### src/pkg/dpctl_pkg.sv
/*
  Constants and carrier types for the datapath control word register block.
  Assumes a classic Wishbone slave with 32-bit data and byte addresses.
*/
// Functional notes
// - Bit 15 enables offset correction for channel pair one; resets to zero.
// - Bit 14 enables offset correction for channel pair two; resets to zero.
// - Bit 13 enables gain and phase correction for pair one; clear bypasses it.
// - Bit 12 enables gain and phase correction for pair two; clear bypasses it.
// - Bits 11:8 select interpolation 1x as code zero, 2x,4x,8x,16x one-hot; reset is 8x.
// - Bit 7 enables the input FIFO; resets to one.
// - Bit 4 set drives the alarm pin; clear leaves it high impedance.
// - Bit 3 gives alarm polarity: zero active low, one active high.
// - Bit 2 lets the chosen sync source align the clock divider pointer.
// - After a sync event the divided clocks are phase aligned.
// - Bit 1 enables inverse-sinc filter of pair one; resets to zero.
// - Bit 0 enables inverse-sinc filter of pair two; resets to zero.
// - Bits 6 and 5 are reserved, reset zero, and have no effect.
// - The register sits at offset 0x00 and resets to 0x049C.
package dpctl_pkg;
  localparam logic [7:0] DATAPATH_CONTROL_0_OFS = 8'h00;
  localparam logic [7:0] CTRL_STATUS_OFS = 8'h04;
  localparam logic [15:0] DATAPATH_CONTROL_0_RST = 16'h049C;
  localparam logic [15:0] RESERVED_MASK = 16'h0060;
  localparam int BIT_OFFSET_P1 = 15;
  localparam int BIT_OFFSET_P2 = 14;
  localparam int BIT_GP_P1 = 13;
  localparam int BIT_GP_P2 = 12;
  localparam int INTERP_MSB = 11;
  localparam int INTERP_LSB = 8;
  localparam int BIT_FIFO = 7;
  localparam int BIT_ALARM_OE = 4;
  localparam int BIT_ALARM_POL = 3;
  localparam int BIT_CLKDIV_SYNC = 2;
  localparam int BIT_SINC_P1 = 1;
  localparam int BIT_SINC_P2 = 0;
  localparam logic [3:0] INTERP_1X = 4'h0;
  localparam logic [3:0] INTERP_2X = 4'h1;
  localparam logic [3:0] INTERP_4X = 4'h2;
  localparam logic [3:0] INTERP_8X = 4'h4;
  localparam logic [3:0] INTERP_16X = 4'h8;
  localparam logic [2:0] DIV_STAGES = 3'h4;

  typedef struct packed {
    logic offset_corr_pair1_en;
    logic offset_corr_pair2_en;
    logic gain_phase_corr_pair1_en;
    logic gain_phase_corr_pair2_en;
    logic [3:0] interp_sel;
    logic [4:0] interp_factor;
    logic fifo_en;
    logic clkdiv_sync_en;
    logic sinc_comp_pair1_en;
    logic sinc_comp_pair2_en;
  } ctrl_s;

  typedef struct packed {
    logic [15:0] ctrl_r;
    logic ack_r;
    logic [31:0] dat_r;
    logic [3:0] div_phase_r;
    logic synced_r;
    logic sync_s1_r;
    logic sync_s2_r;
    logic sync_s3_r;
    logic alarm_s1_r;
    logic alarm_s2_r;
  } state_s;
endpackage

### src/hdl/datapath_control.sv
/*
  Datapath control word register: a Wishbone slave holding the 16-bit control
  word, decoded control outputs, alarm pin driver and divided-clock phase align.
  Assumes sync_i and alarm_i come from outside the clock domain.
*/
// Design decision made here: the Wishbone interface to the registers.
`timescale 1ns/1ps
module datapath_control (
  input wire logic clk_i,
  input wire logic rst_i,
  input wire logic cyc_i,
  input wire logic stb_i,
  input wire logic we_i,
  input wire logic [7:0] adr_i,
  input wire logic [3:0] sel_i,
  input wire logic [31:0] dat_i,
  output logic [31:0] dat_o,
  output logic ack_o,
  output logic err_o,
  input wire logic sync_i,
  input wire logic alarm_i,
  output logic alarm_o,
  output logic alarm_oe_o,
  output dpctl_pkg::ctrl_s ctrl_o,
  output logic [3:0] div_phase_o
);
  dpctl_pkg::state_s s_r;
  dpctl_pkg::state_s s_nxt;
  logic req;
  logic hit_ctrl;
  logic hit_stat;
  logic sync_rise;
  logic [15:0] wmask;

  assign req = cyc_i & stb_i & ~s_r.ack_r;
  assign hit_ctrl = adr_i == dpctl_pkg::DATAPATH_CONTROL_0_OFS;
  assign hit_stat = adr_i == dpctl_pkg::CTRL_STATUS_OFS;
  // edge taken between settled flops only; the first flop may still be metastable
  assign sync_rise = s_r.sync_s2_r & ~s_r.sync_s3_r;
  assign wmask = {{8{sel_i[1]}}, {8{sel_i[0]}}} & ~dpctl_pkg::RESERVED_MASK;

  always_comb begin
    s_nxt = s_r;
    s_nxt.sync_s1_r = sync_i;
    s_nxt.sync_s2_r = s_r.sync_s1_r;
    s_nxt.sync_s3_r = s_r.sync_s2_r;
    s_nxt.alarm_s1_r = alarm_i;
    s_nxt.alarm_s2_r = s_r.alarm_s1_r;
    s_nxt.ack_r = req & (hit_ctrl | hit_stat);
    if (req && hit_ctrl && we_i) begin
      // reserved bits never written, so they stay zero
      s_nxt.ctrl_r = (s_r.ctrl_r & ~wmask) | (dat_i[15:0] & wmask);
    end
    if (req && hit_ctrl) begin
      s_nxt.dat_r = {16'h0000, s_r.ctrl_r};
    end else if (req && hit_stat) begin
      s_nxt.dat_r = {26'h0000000, s_r.synced_r, s_r.alarm_s2_r, s_r.div_phase_r};
    end else begin
      s_nxt.dat_r = 32'h00000000;
    end
    // free-running divider phase; with bit 2 set, a sync edge realigns all divided clocks
    if (s_r.ctrl_r[dpctl_pkg::BIT_CLKDIV_SYNC] && sync_rise) begin
      s_nxt.div_phase_r = 4'h0;
      s_nxt.synced_r = 1'b1;
    end else begin
      s_nxt.div_phase_r = s_r.div_phase_r + 4'h1;
    end
  end

  always_ff @(posedge clk_i) begin
    if (rst_i) begin
      s_r <= '0;
      s_r.ctrl_r <= dpctl_pkg::DATAPATH_CONTROL_0_RST;
    end else begin
      s_r <= s_nxt;
    end
  end

  always_comb begin
    ctrl_o.offset_corr_pair1_en = s_r.ctrl_r[dpctl_pkg::BIT_OFFSET_P1];
    ctrl_o.offset_corr_pair2_en = s_r.ctrl_r[dpctl_pkg::BIT_OFFSET_P2];
    ctrl_o.gain_phase_corr_pair1_en = s_r.ctrl_r[dpctl_pkg::BIT_GP_P1];
    ctrl_o.gain_phase_corr_pair2_en = s_r.ctrl_r[dpctl_pkg::BIT_GP_P2];
    ctrl_o.interp_sel = s_r.ctrl_r[dpctl_pkg::INTERP_MSB:dpctl_pkg::INTERP_LSB];
    // factor as one-hot 1x..16x; undefined codes give all zero
    case (ctrl_o.interp_sel)
      dpctl_pkg::INTERP_1X: ctrl_o.interp_factor = 5'h01;
      dpctl_pkg::INTERP_2X: ctrl_o.interp_factor = 5'h02;
      dpctl_pkg::INTERP_4X: ctrl_o.interp_factor = 5'h04;
      dpctl_pkg::INTERP_8X: ctrl_o.interp_factor = 5'h08;
      dpctl_pkg::INTERP_16X: ctrl_o.interp_factor = 5'h10;
      default: ctrl_o.interp_factor = 5'h00;
    endcase
    ctrl_o.fifo_en = s_r.ctrl_r[dpctl_pkg::BIT_FIFO];
    ctrl_o.clkdiv_sync_en = s_r.ctrl_r[dpctl_pkg::BIT_CLKDIV_SYNC];
    ctrl_o.sinc_comp_pair1_en = s_r.ctrl_r[dpctl_pkg::BIT_SINC_P1];
    ctrl_o.sinc_comp_pair2_en = s_r.ctrl_r[dpctl_pkg::BIT_SINC_P2];
  end

  assign alarm_oe_o = s_r.ctrl_r[dpctl_pkg::BIT_ALARM_OE];
  // negative logic inverts the internal active-high alarm
  assign alarm_o = ~(s_r.alarm_s2_r ^ s_r.ctrl_r[dpctl_pkg::BIT_ALARM_POL]);
  assign div_phase_o = s_r.div_phase_r;
  assign dat_o = s_r.dat_r;
  assign ack_o = s_r.ack_r;
  assign err_o = 1'b0;
endmodule // datapath_control

### config.mk
export PLATFORM = sky130hd
export DESIGN_NAME = datapath_control
export DESIGN_NICKNAME = d
export VERILOG_FILES = /design/src/pkg/dpctl_pkg.sv /design/src/hdl/datapath_control.sv
export SDC_FILE = /design/constraint.sdc
export NUM_CORES = 1
export LEC_CHECK = 0
export ABC_CLOCK_PERIOD_IN_PS = 3750
export BUFFER_PORTS_ARGS = -buffer_cell sky130_fd_sc_hd__clkbuf_2
export CORE_AREA = 2 2 67 69
export DETAILED_ROUTE_END_ITERATION = 12
export DIE_AREA = 0 0 69 71
export GPL_ROUTABILITY_DRIVEN = 1
export GPL_TIMING_DRIVEN = 0
export MAX_ROUTING_LAYER = met4
export PLACE_DENSITY = 0.91
export SYNTH_ARGS = -nofsm -noshare
export SYNTH_HDL_FRONTEND = slang
export SYNTH_SLANG_ARGS = --single-unit
### constraint.sdc
create_clock -name clk_i -period 3.75 [get_ports clk_i]
set_input_delay 0.375 -clock clk_i [delete_from_list [all_inputs] [get_ports clk_i]]
set_output_delay 0.375 -clock clk_i [all_outputs]
set_load 0.005 [all_outputs]
==> impl_results.md <==
- Status: completed
- Fin cells: 340
- XOR/XNOR share of the synthesized area: 0.0137
- Adder-cell share of the synthesized area: 0.00650
- Vias: 1433
- Number of hold buffers added after cts: 0
- Post-route setup TNS: 0 ns
- CTS clk-pin slew, worst paths: 0.08 ns
- Avg Cell Area, Syn: 9.87 um^2
- CTS tree: yes
- Crit share post-route: 0.504
- Largest net degree at the start of global routing: 14
- Die width: 69 um
- Critical Path Source: adr_i[5]
- Fillers: 366
- Final ANT Viol Nets: 0
- HP Start: sync_i
- CP Class: primary input to flop
- Req. time, crit path: 3.96 ns
- Mux cell area share after synthesis: 0.0988
- Post-CTS resize count: 0
- Synthesized area: 1920 um^2
- Vias in the first global route: 1371
- Cells after synthesis: 195
- CP Max Fanout: 8
- Initial Util: 0.458
- CTS max path bufs: 2
- Postcts setup bufs: 0
- Hold crit path type: primary input to flop
- Max-Cap Viols: 0
- Complex-gate fraction of the synthesized area: 0
- Sequential area share after synthesis: 0.416
- DR DRC count: 0
- N_diodes: 0
- Initial antenna violation count: 0
- Drt first pass iters: 4
- Area Growth Syn to Fin: 30.7%
- Setup Skew: 0.00457 ns
- Minimum clock period: 1.89 ns
- Slew Limit Fails: 0
- Worst slew pin tran: 0.764 ns
- Via/cell ratio: 4.21
- Clk sinks: 40
- Ys async rst share: 0
- Core Area: 4200 um^2
- Remaining Overflow, GRT: 0
- Root Driver: clkbuf_8
- Register area: 801 um^2
- Syn. warnings: 0
- Post-DR wirelength/cell: 10.2 um
- Relative slew slack: 0.487
- Synth top area cells: dfxtp_1 (42%), buf_4 (19%), mux2i_1 (9.9%), nand2b_1 (5.9%), nor2_1 (4.5%)
- Initial DRC count: 69
- Synth Register Bits: 40
- End-of-flow core utilization: 0.598
- Fin. Hold Viols: 0
- First-pass GRT wire length: 5.97 mm
- Most frequent cell after synthesis: buf_4
- Main combinational cell family by area after synthesis: simple AND/OR/NAND/NOR gates
- Worst-skew pair later-pin latency: 0.28 ns
- Area of the multi-input gates: 771 um^2
- RSZ-0062 raised after global routing: no
- Post-synth top area share: 0.416
- CTS Buf Count: 5
- Total power draw: 871 uW
- PD cells: 346 nW/um^2
- DP Cell Count: 332
- RR Startpoint: ack_o
- Die footprint: 4900 um^2
- Final wirelength: 3.47 mm
- Leakage power: 1.24 nW
- I/O pin count: 108
- Startpoint Class: primary input
- Area leader, netlist: dfxtp_1
- Core Rows: 24
- Placed Area: 2390 um^2
- Synth top cells by count: buf_4 (49), dfxtp_1 (40), nor2_1 (23)
- Final instance area: 2510 um^2
- Number of synthesized flops with an enable pin: 0
- Simple-gate area share of the yosys netlist: 0.246
- Overall die height: 71 um
- Synth cell types: 27
- Peak VDD IR: 0.232 mV
- Setup-failing EPs final: 0
- Post-detail-place hpwl: 2.73 mm
- Gpl congestion: 0.685
- Worst EP arrival: 2.10 ns
- Max Fclk: 529 MHz
- Share of layout cells above drive strength 1: 0.469
- CP Capture Type: flop
- Primary FF master, synth: dfxtp_1
- H-Tree Depth: 2
- Total Nets Final: 339
- Number of buffers added on ports: 68
- Global-route usage over all layers: 0.157
[power breakdown]
| group | switching, mW | internal (mW) |
|---|---|---|
| Sequential | 0.00432 | 0.430 |
| Clock | 0.145 | 0.217 |
| Combinational | 0.0317 | 0.0426 |
[layer usage]
metal	vias to the layer above	part of all wire	GRT usage
li1	748	-	-
met1	627	0.41	0.175
met2	54	0.50	0.265
met3	4	0.078	0.0427
met4	0	0.011	0.0675
met5	-	0	-
[cell type report]
| class | count | area share |
|---|---|---|
| buffer | 56 | 0.163 |
| sequential | 40 | 0.318 |
| inverter | 2 | 0.00299 |
| tap | 52 | 0.0259 |
| timing repair buffer | 68 | 0.135 |
| multi-input combinational | 114 | 0.306 |
| clock buffer | 6 | 0.0328 |
| clock inverter | 2 | 0.0154 |
[cell usage in the layout, fill, tap and decap left out, drive strengths merged]
| cell type | instances |
|---|---|
| mux2i | 19 |
| xnor2 | 2 |
| clkinv | 1 |
| nand2 | 1 |
| or2 | 1 |
| dfxtp | 40 |
| inv | 2 |
| or3 | 1 |
| and2 | 5 |
| nor2b | 5 |
| ha | 1 |
| nor2 | 23 |
| and3b | 1 |
| nor4b | 5 |
| or4 | 2 |
| conb | 18 |
| buf | 52 |
| nor3b | 4 |
| nand3 | 1 |
| bufinv | 1 |
| clkbuf | 78 |
| nand3b | 3 |
| nand2b | 18 |
| xor2 | 1 |
| nor4 | 3 |
[stage by stage]
step / setup slack, ns / hold slack, ns
after floorplan: 1.86 / 0.410
after global placement: 1.59 / 0.415
after detailed placement: 1.58 / 0.422
after CTS: 1.84 / 0.290
after global routing: 1.76 / 0.303
final: 1.86 / 0.295
[cells by family (layout without fill, tap and decap cells)]
| family | Yosys count | count (layout) |
|---|---|---|
| other | 1 | 18 |
| DFF | 40 | 40 |
| xor gates and xnor gates | 3 | 3 |
| adders and majority gates | 1 | 1 |
| muxes | 19 | 19 |
| and+or+nand+nor | 73 | 73 |
| buffers and inverters | 58 | 134 |
[worst max-delay path, stage by stage]
cell and delay (ns):
clkbuf_2 0.08, or4_4 0.52, buf_6 0.15, nor4_4 0.70
mux2i_1 0.27
[path summary, 6_finish.rpt]
kind / to / cells past startpoint / slack, ns
max: flop / 5 / 1.86
min: s_nxt[3] / 2 / 0.30
max reg2reg: flop / 3 / 2.04
min reg2reg: dat_o[5] / 2 / 0.44
Power figures use the tool's default switching activity.
